--- src/flash_cmd_pkg.sv ---
package flash_cmd_pkg;

  // ------------------------------------------------------------
  // opcodes
  // ------------------------------------------------------------
  localparam logic [7:0] OP_WREN = 8'h06;
  localparam logic [7:0] OP_WRDI = 8'h04;
  localparam logic [7:0] OP_VWREN = 8'h50;
  localparam logic [7:0] OP_WRSR1 = 8'h01;
  localparam logic [7:0] OP_WRSR2 = 8'h31;
  localparam logic [7:0] OP_WRSR3 = 8'h11;
  localparam logic [7:0] OP_RDSR1 = 8'h05;
  localparam logic [7:0] OP_RDSR2 = 8'h35;
  localparam logic [7:0] OP_RDSR3 = 8'h15;
  localparam logic [7:0] OP_RDEAR = 8'hc8;
  localparam logic [7:0] OP_WREAR = 8'hc5;
  localparam logic [7:0] OP_EN4B = 8'hb7;
  localparam logic [7:0] OP_EX4B = 8'he9;
  localparam logic [7:0] OP_READ = 8'h03;
  localparam logic [7:0] OP_READ4 = 8'h13;
  localparam logic [7:0] OP_FREAD = 8'h0b;

  // ------------------------------------------------------------
  // status fields and reset values
  // ------------------------------------------------------------
  localparam logic [7:0] SR1_WMASK = 8'hfc;
  localparam logic [7:0] SR2_WMASK = 8'h7b;
  localparam logic [7:0] SR3_WMASK = 8'h66;
  localparam logic [7:0] NV_OTP = 8'h38;
  localparam logic [7:0] VOL_OTP = 8'h39;
  localparam logic [7:0] SR1_RST = 8'h00;
  localparam logic [7:0] SR2_RST = 8'h00;
  localparam logic [7:0] SR3_RST = 8'h60;
  localparam logic [7:0] EAR_RST = 8'h00;
  localparam int AMODE_DEF_BIT = 1;
  localparam logic [2:0] WSEL_SR1 = 3'h1;
  localparam logic [2:0] WSEL_SR12 = 3'h3;
  localparam logic [2:0] WSEL_SR2 = 3'h2;
  localparam logic [2:0] WSEL_SR3 = 3'h4;

  // ------------------------------------------------------------
  // timing and bit counts
  // ------------------------------------------------------------
  localparam int CLK_NS = 100;
  localparam int TW_NS = 1000000;
  localparam int TW_CYC = (TW_NS + CLK_NS - 1) / CLK_NS;
  localparam int TSHSL2_NS = 50;
  localparam int VOL_CYC = (TSHSL2_NS / CLK_NS < 1) ? 1 : TSHSL2_NS / CLK_NS;
  localparam logic [5:0] OP_LAST = 6'h07;
  localparam logic [5:0] A24_LAST = 6'h17;
  localparam logic [5:0] A32_LAST = 6'h1f;
  localparam logic [5:0] DUMMY_LAST = 6'h07;
  localparam logic [5:0] ONE_BYTE = 6'h08;
  localparam logic [5:0] TWO_BYTES = 6'h10;
  localparam logic [5:0] CNT_MAX = 6'h3f;

  typedef enum logic [2:0] {
    ST_IDLE = 3'b000,
    ST_OP = 3'b001,
    ST_ADDR = 3'b010,
    ST_DUMMY = 3'b011,
    ST_DIN = 3'b100,
    ST_OUT = 3'b101,
    ST_SKIP = 3'b110
  } frame_st_t;

  typedef enum logic [2:0] {
    SEL_MEM = 3'b000,
    SEL_SR1 = 3'b001,
    SEL_SR2 = 3'b010,
    SEL_SR3 = 3'b011,
    SEL_EAR = 3'b100
  } out_sel_t;

  typedef struct packed {
    logic cs_n;
    logic sck;
    logic din;
  } spi_pins_t;

  typedef struct packed {
    logic [7:0] sr1;
    logic [7:0] sr2;
    logic [7:0] sr3;
  } status_t;

  localparam status_t STATUS_RST = {SR1_RST, SR2_RST, SR3_RST};

endpackage

--- src/pin_sync.sv ---
`timescale 1ns/100ps
module pin_sync #(
  parameter int W = 3,
  parameter logic [W-1:0] RST = '0
) (
  input wire logic clk,
  input wire logic nrst,
  input wire logic [W-1:0] d,
  output logic [W-1:0] q
);
  logic [W-1:0] meta_r;
  logic [W-1:0] q_r;

  if (W < 1) begin : g_chk
    $error("pin_sync needs at least one bit");
  end

  always_ff @(posedge clk or negedge nrst) begin
    if (!nrst) begin
      meta_r <= RST;
      q_r <= RST;
    end else begin
      meta_r <= d;
      q_r <= meta_r;
    end
  end

  assign q = q_r;
endmodule

--- src/cycle_timer.sv ---
`timescale 1ns/100ps
module cycle_timer #(
  parameter int W = 24
) (
  input wire logic clk,
  input wire logic nrst,
  input wire logic start,
  input wire logic [W-1:0] load,
  output logic done
);
  logic [W-1:0] cnt_r;
  logic [W-1:0] cnt_nxt;
  logic run_r;
  logic run_nxt;
  logic done_r;
  logic done_nxt;

  if (W < 2) begin : g_chk
    $error("cycle_timer width too small");
  end

  always_comb begin
    cnt_nxt = cnt_r;
    run_nxt = run_r;
    done_nxt = 1'b0;
    if (start) begin
      cnt_nxt = load;
      run_nxt = 1'b1;
    end else if (run_r) begin
      if (cnt_r <= W'(1)) begin
        cnt_nxt = '0;
        run_nxt = 1'b0;
        done_nxt = 1'b1;
      end else begin
        cnt_nxt = cnt_r - W'(1);
      end
    end
  end

  always_ff @(posedge clk or negedge nrst) begin
    if (!nrst) begin
      cnt_r <= '0;
      run_r <= 1'b0;
      done_r <= 1'b0;
    end else begin
      cnt_r <= cnt_nxt;
      run_r <= run_nxt;
      done_r <= done_nxt;
    end
  end

  assign done = done_r;
endmodule

--- src/flash_cmd_core.sv ---
// Contract
// - status writes touch only writable fields
// - lock bits one-time; volatile write never clears
// - non-volatile status write needs write enable
// - 50h then status write updates volatile copy
// - reset restores non-volatile status
// - non-volatile write runs timed busy cycle
// - write enable clears when cycle ends
// - volatile write applies quickly, busy stays 0
// - 01h with sixteen bits writes registers 1,2
// - C8h shifts extended address out, MSB first
// - 3-byte mode uses extended byte as top
// - C5h loads extended address when write-enabled
// - extended address clears on any reset
// - 4-byte mode addresses overwrite extended byte
// - lone B7h enters 4-byte address mode
// - lone E9h returns to 3-byte mode
// - 03h streams bytes MSB first, auto-increment
// - reads ignored while a cycle is busy
// - reads accepted only in single-line mode
// - 13h always takes a 32-bit address
// - 0Bh inserts eight dummy clocks before data
// - lone 06h sets write enable latch
// - status reads accepted at any time
`timescale 1ns/100ps
module flash_cmd_core
  import flash_cmd_pkg::*;
#(
  parameter int TW_CYCLES = TW_CYC,
  parameter int TW_W = 24
) (
  input wire logic clk,
  input wire logic nrst,
  input wire logic cs_n,
  input wire logic sck,
  input wire logic serial_in,
  output logic serial_out,
  output logic serial_out_oe,
  input wire logic soft_rst,
  input wire logic quad_mode,
  output logic [31:0] mem_addr,
  output logic mem_rd,
  input wire logic [7:0] mem_data,
  output logic busy,
  output logic wen,
  output logic addr_4byte,
  output status_t status,
  output logic [7:0] ext_addr
);
  localparam int VOL_LAT = VOL_CYC;

  if (TW_CYCLES < 1 || TW_CYCLES >= (1 << TW_W)) begin : g_tw_chk
    $error("tw count does not fit the timer");
  end

  // ------------------------------------------------------------
  // pin sampling
  // ------------------------------------------------------------
  spi_pins_t pins_s;
  logic sck_q_r;
  logic cs_q_r;
  logic sck_rise;
  logic sck_fall;
  logic cs_rise;
  logic cs_fall;

  pin_sync #(.W(3), .RST(3'h4)) u_sync (
    .clk(clk),
    .nrst(nrst),
    .d({cs_n, sck, serial_in}),
    .q(pins_s)
  );

  assign sck_rise = pins_s.sck & ~sck_q_r;
  assign sck_fall = ~pins_s.sck & sck_q_r;
  assign cs_rise = pins_s.cs_n & ~cs_q_r;
  assign cs_fall = ~pins_s.cs_n & cs_q_r;

  function automatic logic is_rdsr(input logic [7:0] o);
    return o == OP_RDSR1 || o == OP_RDSR2 || o == OP_RDSR3;
  endfunction

  function automatic status_t apply(input status_t old, input status_t d,
                                    input logic [2:0] wsel, input logic [7:0] otp);
    status_t r;
    r = old;
    if (wsel[0]) r.sr1 = (old.sr1 & ~SR1_WMASK) | (d.sr1 & SR1_WMASK);
    if (wsel[1]) r.sr2 = (old.sr2 & ~SR2_WMASK) | (d.sr2 & SR2_WMASK) | (old.sr2 & otp);
    if (wsel[2]) r.sr3 = (old.sr3 & ~SR3_WMASK) | (d.sr3 & SR3_WMASK);
    return r;
  endfunction

  // ------------------------------------------------------------
  // frame engine
  // ------------------------------------------------------------
  frame_st_t st_r, st_nxt;
  out_sel_t sel_r, sel_nxt;
  logic [5:0] cnt_r, cnt_nxt;
  logic [31:0] sh_r, sh_nxt;
  logic [7:0] op_r, op_nxt;
  logic a32_r, a32_nxt;
  logic [31:0] addr_r, addr_nxt;
  logic [7:0] byte_r, byte_nxt;
  logic fetch_r, fetch_nxt;
  logic cap_r;
  logic dout_r, dout_nxt;
  logic oe_r, oe_nxt;
  logic [7:0] opc;
  logic [31:0] full_addr;
  logic ear_hit;
  logic [7:0] sr1_rd;
  logic [7:0] sr3_rd;
  logic [7:0] ear_r;
  logic busy_r;
  logic wen_r;
  logic amode_r;
  status_t vol_r;

  assign sr1_rd = {vol_r.sr1[7:2], wen_r, busy_r};
  assign sr3_rd = {vol_r.sr3[7:1], amode_r};
  assign opc = {sh_r[6:0], pins_s.din};

  always_comb begin
    st_nxt = st_r;
    cnt_nxt = cnt_r;
    sh_nxt = sh_r;
    op_nxt = op_r;
    a32_nxt = a32_r;
    addr_nxt = addr_r;
    byte_nxt = byte_r;
    sel_nxt = sel_r;
    fetch_nxt = 1'b0;
    dout_nxt = dout_r;
    oe_nxt = oe_r;
    ear_hit = 1'b0;
    full_addr = '0;
    if (cap_r) begin
      case (sel_r)
        SEL_MEM: byte_nxt = mem_data;
        SEL_SR1: byte_nxt = sr1_rd;
        SEL_SR2: byte_nxt = vol_r.sr2;
        SEL_SR3: byte_nxt = sr3_rd;
        default: byte_nxt = ear_r;
      endcase
    end
    if (cs_rise || pins_s.cs_n) begin
      st_nxt = ST_IDLE;
      oe_nxt = 1'b0;
      dout_nxt = 1'b0;
    end else if (cs_fall) begin
      st_nxt = ST_OP;
      cnt_nxt = '0;
    end else if (sck_rise && st_r != ST_OUT) begin
      sh_nxt = {sh_r[30:0], pins_s.din};
      cnt_nxt = (cnt_r == CNT_MAX) ? cnt_r : cnt_r + 6'h01;
      case (st_r)
        ST_OP: begin
          if (cnt_r == OP_LAST) begin
            op_nxt = opc;
            cnt_nxt = '0;
            a32_nxt = (opc == OP_READ4) || amode_r;
            if (busy_r && !is_rdsr(opc)) begin
              st_nxt = ST_SKIP;
            end else begin
              case (opc)
                OP_RDSR1: begin
                  st_nxt = ST_OUT;
                  sel_nxt = SEL_SR1;
                  fetch_nxt = 1'b1;
                end
                OP_RDSR2: begin
                  st_nxt = ST_OUT;
                  sel_nxt = SEL_SR2;
                  fetch_nxt = 1'b1;
                end
                OP_RDSR3: begin
                  st_nxt = ST_OUT;
                  sel_nxt = SEL_SR3;
                  fetch_nxt = 1'b1;
                end
                OP_RDEAR: begin
                  st_nxt = ST_OUT;
                  sel_nxt = SEL_EAR;
                  fetch_nxt = 1'b1;
                end
                OP_READ, OP_READ4, OP_FREAD: begin
                  st_nxt = quad_mode ? ST_SKIP : ST_ADDR;
                end
                default: st_nxt = ST_DIN;
              endcase
            end
          end
        end
        ST_ADDR: begin
          if (cnt_r == (a32_r ? A32_LAST : A24_LAST)) begin
            // upper byte comes from the extended register in 3-byte mode
            full_addr = a32_r ? {sh_r[30:0], pins_s.din} :
                                {ear_r, sh_r[22:0], pins_s.din};
            ear_hit = amode_r;
            addr_nxt = full_addr;
            sel_nxt = SEL_MEM;
            fetch_nxt = 1'b1;
            cnt_nxt = '0;
            st_nxt = (op_r == OP_FREAD) ? ST_DUMMY : ST_OUT;
          end
        end
        ST_DUMMY: begin
          if (cnt_r == DUMMY_LAST) begin
            st_nxt = ST_OUT;
            cnt_nxt = '0;
          end
        end
        default: ;
      endcase
    end else if (sck_fall && st_r == ST_OUT) begin
      dout_nxt = byte_r[3'h7 - cnt_r[2:0]];
      oe_nxt = 1'b1;
      cnt_nxt = cnt_r + 6'h01;
      if (cnt_r[2:0] == 3'h7) begin
        // next byte is fetched while bit 0 is on the wire; status repeats live
        fetch_nxt = 1'b1;
        if (sel_r == SEL_MEM) begin
          addr_nxt = addr_r + 32'h1;
        end
      end
    end
  end

  always_ff @(posedge clk or negedge nrst) begin
    if (!nrst) begin
      st_r <= ST_IDLE;
      cnt_r <= '0;
      sh_r <= '0;
      op_r <= '0;
      a32_r <= 1'b0;
      addr_r <= '0;
      byte_r <= '0;
      sel_r <= SEL_MEM;
      fetch_r <= 1'b0;
      cap_r <= 1'b0;
      dout_r <= 1'b0;
      oe_r <= 1'b0;
      sck_q_r <= 1'b0;
      cs_q_r <= 1'b1;
    end else begin
      st_r <= st_nxt;
      cnt_r <= cnt_nxt;
      sh_r <= sh_nxt;
      op_r <= op_nxt;
      a32_r <= a32_nxt;
      addr_r <= addr_nxt;
      byte_r <= byte_nxt;
      sel_r <= sel_nxt;
      fetch_r <= fetch_nxt;
      cap_r <= fetch_r;
      dout_r <= dout_nxt;
      oe_r <= oe_nxt;
      sck_q_r <= pins_s.sck;
      cs_q_r <= pins_s.cs_n;
    end
  end

  // ------------------------------------------------------------
  // status, mode and extended address
  // ------------------------------------------------------------
  status_t nv_r, nv_nxt, vol_nxt, pend_r, pend_nxt, new_sr, vol_wr_val;
  logic [2:0] psel_r, psel_nxt, wsel;
  logic wen_nxt, busy_nxt, amode_nxt, vwen_r, vwen_nxt;
  logic [7:0] ear_nxt;
  logic tw_start;
  logic tw_done;
  logic lone;

  cycle_timer #(.W(TW_W)) u_tw (
    .clk(clk),
    .nrst(nrst),
    .start(tw_start),
    .load(TW_W'(TW_CYCLES)),
    .done(tw_done)
  );

  assign lone = cnt_r == 6'h00;
  assign vol_wr_val = apply(vol_r, new_sr, wsel, VOL_OTP);

  always_comb begin
    new_sr.sr1 = (cnt_r == TWO_BYTES) ? sh_r[15:8] : sh_r[7:0];
    new_sr.sr2 = sh_r[7:0];
    new_sr.sr3 = sh_r[7:0];
    wsel = 3'h0;
    case (op_r)
      OP_WRSR1: begin
        if (cnt_r == ONE_BYTE) wsel = WSEL_SR1;
        else if (cnt_r == TWO_BYTES) wsel = WSEL_SR12;
      end
      OP_WRSR2: if (cnt_r == ONE_BYTE) wsel = WSEL_SR2;
      OP_WRSR3: if (cnt_r == ONE_BYTE) wsel = WSEL_SR3;
      default: wsel = 3'h0;
    endcase
  end

  always_comb begin
    nv_nxt = nv_r;
    vol_nxt = vol_r;
    pend_nxt = pend_r;
    psel_nxt = psel_r;
    wen_nxt = wen_r;
    busy_nxt = busy_r;
    amode_nxt = amode_r;
    vwen_nxt = vwen_r;
    ear_nxt = ear_r;
    tw_start = 1'b0;
    if (tw_done) begin
      nv_nxt = apply(nv_r, pend_r, psel_r, NV_OTP);
      vol_nxt = apply(vol_r, pend_r, psel_r, VOL_OTP);
      busy_nxt = 1'b0;
      wen_nxt = 1'b0;
    end
    if (ear_hit) ear_nxt = full_addr[31:24];
    if (cs_rise && st_r == ST_DIN) begin
      vwen_nxt = 1'b0;
      case (op_r)
        OP_WREN: if (lone) wen_nxt = 1'b1;
        OP_WRDI: if (lone) wen_nxt = 1'b0;
        OP_VWREN: if (lone) vwen_nxt = 1'b1;
        OP_EN4B: if (lone) amode_nxt = 1'b1;
        OP_EX4B: if (lone) amode_nxt = 1'b0;
        OP_WREAR: if (wen_r && cnt_r == ONE_BYTE) ear_nxt = sh_r[7:0];
        default: begin
          if (wsel != 3'h0) begin
            if (wen_r) begin
              pend_nxt = new_sr;
              psel_nxt = wsel;
              busy_nxt = 1'b1;
              tw_start = 1'b1;
            end else if (vwen_r) begin
              vol_nxt = vol_wr_val;
            end
          end
        end
      endcase
    end
    if (soft_rst) begin
      vol_nxt = nv_r;
      ear_nxt = EAR_RST;
      wen_nxt = 1'b0;
      vwen_nxt = 1'b0;
      amode_nxt = nv_r.sr3[AMODE_DEF_BIT];
    end
  end

  always_ff @(posedge clk or negedge nrst) begin
    if (!nrst) begin
      nv_r <= STATUS_RST;
      vol_r <= STATUS_RST;
      pend_r <= STATUS_RST;
      psel_r <= 3'h0;
      wen_r <= 1'b0;
      busy_r <= 1'b0;
      amode_r <= SR3_RST[AMODE_DEF_BIT];
      vwen_r <= 1'b0;
      ear_r <= EAR_RST;
    end else begin
      nv_r <= nv_nxt;
      vol_r <= vol_nxt;
      pend_r <= pend_nxt;
      psel_r <= psel_nxt;
      wen_r <= wen_nxt;
      busy_r <= busy_nxt;
      amode_r <= amode_nxt;
      vwen_r <= vwen_nxt;
      ear_r <= ear_nxt;
    end
  end

  assign serial_out = dout_r;
  assign serial_out_oe = oe_r;
  assign mem_addr = addr_r;
  assign mem_rd = fetch_r;
  assign busy = busy_r;
  assign wen = wen_r;
  assign addr_4byte = amode_r;
  assign status = vol_r;
  assign ext_addr = ear_r;
endmodule

--- config.mk ---
export PLATFORM = sky130hd
export DESIGN_NAME = flash_cmd_core
export DESIGN_NICKNAME = d
export VERILOG_FILES = /design/src/flash_cmd_pkg.sv /design/src/pin_sync.sv /design/src/cycle_timer.sv /design/src/flash_cmd_core.sv
export SDC_FILE = /design/constraint.sdc
export NUM_CORES = 1
export LEC_CHECK = 0
export ABC_CLOCK_PERIOD_IN_PS = 7900
export BUFFER_PORTS_ARGS = -buffer_cell sky130_fd_sc_hd__buf_2
export CORE_ASPECT_RATIO = 1.25
export CORE_UTILIZATION = 51
export DETAILED_ROUTE_END_ITERATION = 10
export HOLD_SLACK_MARGIN = 0.12
export PLACE_DENSITY = 0.77
export SLEW_MARGIN = 5
export SYNTH_ARGS = -nofsm -noshare
export SYNTH_HDL_FRONTEND = slang
export SYNTH_SLANG_ARGS = --single-unit
export TNS_END_PERCENT = 50
--- constraint.sdc ---
create_clock -name clk -period 7.9 [get_ports clk]
set_clock_uncertainty 0.05 [all_clocks]
set_input_delay 1.185 -clock clk [delete_from_list [all_inputs] [get_ports clk]]
set_output_delay 1.185 -clock clk [all_outputs]
set_load 0.05 [all_outputs]
==> impl_metrics.toml, run 1 <==
[synthesis]
ys_seq_area_share_pct = 47.0
synth_top_family_by_area = "simple AND/OR/NAND/NOR gates"
synth-compound-area-share_pct = 17.3
yosysTopAreaCell = "dfrtp_1"
synth_warnings = 0
yosysUniqueCellTypes = 76
synthAdderAreaFrac_pct = 0.733
yosys.area_share.simple_pct = 19.7
synthMuxAreaShare_pct = 9.41
synth_edf_count = 0
async_flop_share_pct = 100
synth-xor-area-share_pct = 1.45
synthTopCellsByArea = "dfrtp_1 45%, mux2_2 4.7%, nand2_1 4.6%"
syn_area_um2 = 10200
yosys_register_bits = 192
synth-main-ff-cell = "dfrtp_1"
synth_area_per_cell_um2 = 9.56
syn_inst = 1071
synth_top_area_share_pct = 44.7

[floorplanning]
start_util_pct = 52.4
num_rows = 57
die_h_um = 160
io_pins = 85
core_um2 = 19500
die_w_um = 129
die_area_um2 = 20700

[timing]
max_slew_margin_pct = 19.2
hold_ws_ns = 0.308
finalSetupTns_ns = 0
finalSetupViolations = 0
finalHoldViolations = 0
fin_crit_sh_pct = 45.0
fin_ws_ns = 4.34
rsz0062_at_grt = "no"
worst_slew_pin_slew_ns = 1.21
max_freq_ghz = 0.281
maxSlewViolCount = 0
period_needed_ns = 3.56

[pwr]
max-vdd-ir-drop_mv = 0.183
p_total_mw = 2.10
total_leakage_power_nw = 5.36
p_per_area_nw_per_um2 = 185

[place]
postPlaceCellArea_um2 = 10700
place_inst = 1348
io_buffers = 76
gp_congestion = 0.894
pre_cts_slack_ns = 4.51
hpwlAfterDp_mm = 18.0

[finish]
finalNetCount = 1123
fin_area_um2 = 11400
synthToLayoutAreaGrowth_pct = 10.9
layout-drive-gt1-share_pct = 17.2
fin_util_pct = 58.1
n_fill_cell = 1746
fin_cells = 1380
layout_common_cells = "183 x dfrtp_1, 124 x nand2_1, 76 x a21oi_1, 75 x buf_2, 63 x nor2_1"
diodes = 0
final_common_cell = "dfrtp_1"

[clocking]
cts_buffers = 17
htree_num_levels = 4
clk_latency_ns = 0.44
cts_resized = 0
cts_sinks = 192
holdBufCountCts = 0
clock_path_buffers = 2
path_clk_slew_ns = 0.07
cts_tree = "done"
cts_setup_buffers = 0
root_buffer = "clkbuf_16"

[grt]
grt.total_usage_pct = 26.2
grt_max_degree = 116
antenna_found_initial = 0
grt_pass1_vias = 8133
overflow = 0
grt_pass1_wl_mm = 42.3

[min_path]
hold_class = "reg2reg"

[critical_path]
cp_top_family = "simple AND/OR/NAND/NOR gates"
path_buf_inv = 0
cp-start-kind = "register"
worstPathMaxFanout = 33
required_ns = 8.10
critical-path-slowest-cell = "and2_1"
crit_type = "reg2reg"
critical_path_arrival_ns = 3.76
crit_chain = "nor3b_1 -> and4_1 -> a21bo_2 -> and2_1 -> a22oi_1"
slowest_delay_ns = 1.04
r2r_slack_ns = 4.34
crit_path_end_kind = "register"

[routing]
wl_per_cell_um = 19.2
wl_met2_mm = 12.9
ant_nets = 0
wirelength_mm = 26.5
wl_met1_mm = 11.3
top_layer = "met4"
drt_iter0_markers = 897
drcViolationCount = 0
vias_per_cell = 6.30
met3_length_mm = 1.56
vias = 8699
first_pass_iters = 5

[run]
cap_violations = 0

[outcome]
status = "completed"
==> logic make-up after synthesis <==
kind of cell | count (synthesis)
and+or+nand+nor | 388
AOI/OAI and AO/OA | 276
DFF | 192
xor gates and xnor gates | 17
buffers and inverters | 108
other | 1
adders and majority gates | 6
muxes | 83
==> power by group <==
part | leakage [nW] | internal, mW | switching (mW) | total (mW)
combinational | 2.47 | 0.0388 | 0.0987 | 0.137
clock | 0.310 | 0.547 | 0.380 | 0.927
sequential | 2.58 | 0.998 | 0.0406 | 1.04
==> worst paths after layout <==
| check | from | endpoint | cells past startpoint |
|---|---|---|---|
| max | st_r[1] | mem_addr[27] | 5 |
| min | u_sync.meta_r[1] | u_sync.q[1] | 0 |
| max reg2reg | st_r[1] | mem_addr[27] | 5 |
| min reg2reg | u_sync.meta_r[1] | u_sync.q[1] | 0 |
| max in group asynchronous | nrst | mem_addr[5] | 2 |
| min in group asynchronous | nrst | nv_r[14] | 1 |
==> final cells by class <==
type	instances	area, um^2	share of cell area (%)
Sequential cell	192	4820	42.4
Tap cell	265	332	2.92
Clock inverter	13	181	1.60
Clock buffer	19	453	3.99
Inverter	30	113	0.992
Multi-Input combinational cell	778	5020	44.2
Timing Repair Buffer	83	442	3.89
==> flip-flops by register name, indices dropped and copies added, names as in the netlist, 3 cells and up <==
register / cells
byte_r: 8
cnt_r: 6
ext_addr: 8
mem_addr: 32
nv_r: 16
op_r: 8
pend_r: 15
psel_r: 3
sel_r: 3
sh_r: 31
st_r: 3
status: 16
u_sync.meta_r: 3
u_sync.q: 3
u_tw.cnt_r: 24
==> Yosys cell counts, drive strengths merged (7+ instances only) <==
library cell,instances
nor2b,12
nand4,24
dfstp,9
clkbuf,60
a21oi,76
dfrtp,183
nand2,125
xnor2,12
nand2b,19
buf,18
nor3,23
a21o,15
o31ai,16
or3,7
and4,9
o21ai,48
mux2,46
nor4,20
a31oi,36
and3,19
a21boi,8
nor2,65
nand3,30
mux2i,31
inv,29
a211oi,8
o22ai,12
==> routing by layer <==
layer  vias to the layer above  track usage [%]
li1                       3989                -
met3                        51             4.10
met1                      4311             35.0
met5                         -                0
met4                         0             10.6
met2                       348             42.6
Note: power is estimated with default switching activity, not from simulation.
==> inputs of run 2 (changes only) <==
--- a/config.mk
+++ b/config.mk
@@ -5,7 +5,7 @@
 export SDC_FILE = /design/constraint.sdc
 export NUM_CORES = 1
 export LEC_CHECK = 0
-export ABC_CLOCK_PERIOD_IN_PS = 7900
+export ABC_CLOCK_PERIOD_IN_PS = 3400
 export BUFFER_PORTS_ARGS = -buffer_cell sky130_fd_sc_hd__buf_2
 export CORE_ASPECT_RATIO = 1.25
 export CORE_UTILIZATION = 51
==> constraint.sdc (replaced) <==
create_clock -name clk -period 3.4 [get_ports clk]
set_clock_uncertainty 0.05 [all_clocks]
set_input_delay 0.51 -clock clk [delete_from_list [all_inputs] [get_ports clk]]
set_output_delay 0.51 -clock clk [all_outputs]
set_load 0.05 [all_outputs]
==> run 2 against run 1 <==
Fmax grew 27%. Clock-buffer cell count is the same. Critical path depth is the same. Hold slack lost 0.23 ns. Die area is the same. Final cell count grew 0.94%. Final area grew 0.34%. First-iteration DRC count shrank 6.1%. Largest cell class unchanged. Highest routed layer unchanged.
==> impl_metrics.toml, run 2 (same netlist as run 1, synthesis figures left out) <==
[outcome]
status = "completed"

[critical_path]
cp-endpoint = "status[9]"
crit_chain = "or4b_1 -> a211oi_2 -> and4_1 -> nor4_1 -> a2111oi_1"
worstPathMaxFanout = 16
critical-path-slowest-cell = "and4_1"
cp-start-kind = "register"
path_buf_inv = 0
worst-r2r-cell-count = 5
slowest_delay_ns = 0.71
crit_path_end_kind = "register"
r2r-end = "status[9]"
crit_start = "st_r[0]"
cp_top_family = "simple AND/OR/NAND/NOR gates"
reg2reg_from = "st_r[0]"
r2r_slack_ns = 0.61
critical_path_arrival_ns = 3.05
required_ns = 3.66
cp_num_cells = 5
crit_type = "reg2reg"

[pwr]
p_per_area_nw_per_um2 = 406
max-vdd-ir-drop_mv = 0.351
p_comb_share_pct = 7.1
total_leakage_power_nw = 5.39
swShare_pct = 26.0
p_clk_share_pct = 40.9
seq_power_share_pct = 52.1
switchingPower_mw = 1.21
p_int_mw = 3.43

[routing]
wl_per_cell_um = 19.4
ant_nets = 0
first_pass_iters = 7
drt_iter0_markers = 842
vias_per_cell = 6.27
vias = 8729
wirelength_mm = 27.0
drcViolationCount = 0

[finish]
largest_reg_flops = 32
final_common_cell = "dfrtp_1"
layout-drive-gt1-share_pct = 17.8
layout_common_cells = "183 x dfrtp_1, 124 x nand2_1, 76 x a21oi_1, 75 x buf_2, 63 x nor2_1"
diodes = 0
synthToLayoutAreaGrowth_pct = 11.2
fin_cells = 1393
n_fill_cell = 1701
finalNetCount = 1136

[timing]
finalSetupTns_ns = 0
max_slew_margin_pct = 26.3
max_freq_ghz = 0.358
maxSlewViolCount = 0
rsz0062_at_grt = "no"
finalHoldViolations = 0
period_needed_ns = 2.79
finalSetupViolations = 0
worst_slew_pin_slew_ns = 1.10
fin_crit_sh_pct = 82.2

[floorplanning]
num_rows = 57
core_um2 = 19500
die_w_um = 129
die_area_um2 = 20700
start_util_pct = 52.4
io_pins = 85
die_h_um = 160

[clocking]
htree_num_levels = 4
path_clk_slew_ns = 0.07
clk_latency_ns = 0.44
cts_sinks = 192
root_buffer = "clkbuf_16"
cts_tree = "done"
cts_buffers = 17
clock_path_buffers = 2

[grt]
antenna_found_initial = 0
grt_pass1_vias = 8225
grt.total_usage_pct = 27.0
grt_pass1_wl_mm = 43.5
overflow = 0
grt_max_degree = 92

[place]
hpwlAfterDp_mm = 18.8
place_inst = 1359
io_buffers = 76
gp_congestion = 0.912

[run]
cap_violations = 0

[min_path]
hold_class = "in2async"
[run 2: cell count changes in the layout (fill, tap and decap cells not counted), sizes merged]
cell | previous run | this run
clkinv | 6 | 7
buf | 82 | 93
dlygate4sd3 | 0 | 2
inv | 31 | 32
bufinv | 4 | 1
clkinvlp | 2 | 3
[run 2: routing by layer]
layer / GRT usage [%] / part of all wire (%) / vias to the layer above
met5: 0 / 0 / -
met2: 43.8 / 49 / 355
met1: 36.1 / 43 / 4296
met4: 12.0 / 3.3 / 0
met3: 3.50 / 5.0 / 59
li1: - / - / 4019
[run 2: final cells by class]
type	count	area (um^2)	area share, %
multi-input cells	778	5020	44.1
flip-flops and latches	192	4820	42.3
repair buffers	96	569	5.00
clock buffers	19	433	3.80
well taps	265	332	2.91
clock inverters	13	113	0.988
inverters	30	113	0.988
[run 2: power by group through the flow]
| stage | clock network (mW) | logic (mW) | registers, mW |
|---|---|---|---|
| floorplan | 0 | 0.209 | 2.42 |
| finish | 1.89 | 0.328 | 2.41 |
| detailed placement | 0 | 0.324 | 2.45 |
| CTS | 1.92 | 0.329 | 2.41 |
| global route | 2.01 | 0.362 | 2.41 |
| global placement | 0 | 0.321 | 2.45 |
[run 2: timing repair]
action | 4_1_cts | 5_1_grt
hold buffers | 2 | 0
hold endpoints to repair | 2 | 0
endpoints found under the setup margin | 0 | 0
resized for setup | 0 | 0
setup buffers | 0 | 0
[run 2: metrics by stage]
| stage | cell area, um^2 | power [mW] | setup slack [ns] | utilization [%] | hold slack (ns) |
|---|---|---|---|---|---|
| floorplan | 10300 | 2.63 | 0.905 | - | 0.164 |
| finish | 11400 | 4.63 | 0.606 | 58.3 | 0.0738 |
| global placement | 10800 | 2.77 | 0.701 | 55.4 | 0.294 |
| CTS | 11400 | 4.66 | 0.636 | 58.3 | 0.124 |
| detailed placement | 10800 | 2.78 | 0.609 | 55.4 | 0.286 |
| global route | 11400 | 4.79 | 0.442 | 58.3 | 0.127 |
[run 2: worst reg2reg max path: cells and delay by family (launching register included)]
family | cells | cell delay (ns)
AO/OA/AOI/OAI | 2 | 0.70
AND/OR/NAND/NOR | 3 | 1.47
flip-flops | 1 | 0.46
[run 2: how the worst min path moves through the flow]
| stage | startpoint | endpoint | slack (ns) |
|---|---|---|---|
| final | nrst | psel_r[2] | 0.07 |
| after detailed placement | u_sync.meta_r[1] | u_sync.q[1] | 0.29 |
| after global placement | u_sync.meta_r[1] | u_sync.q[1] | 0.29 |
| after floorplan | nrst | a32_r | 0.16 |
| after CTS | sck | u_sync.meta_r[1] | 0.12 |
| after global routing | sck | u_sync.meta_r[1] | 0.13 |
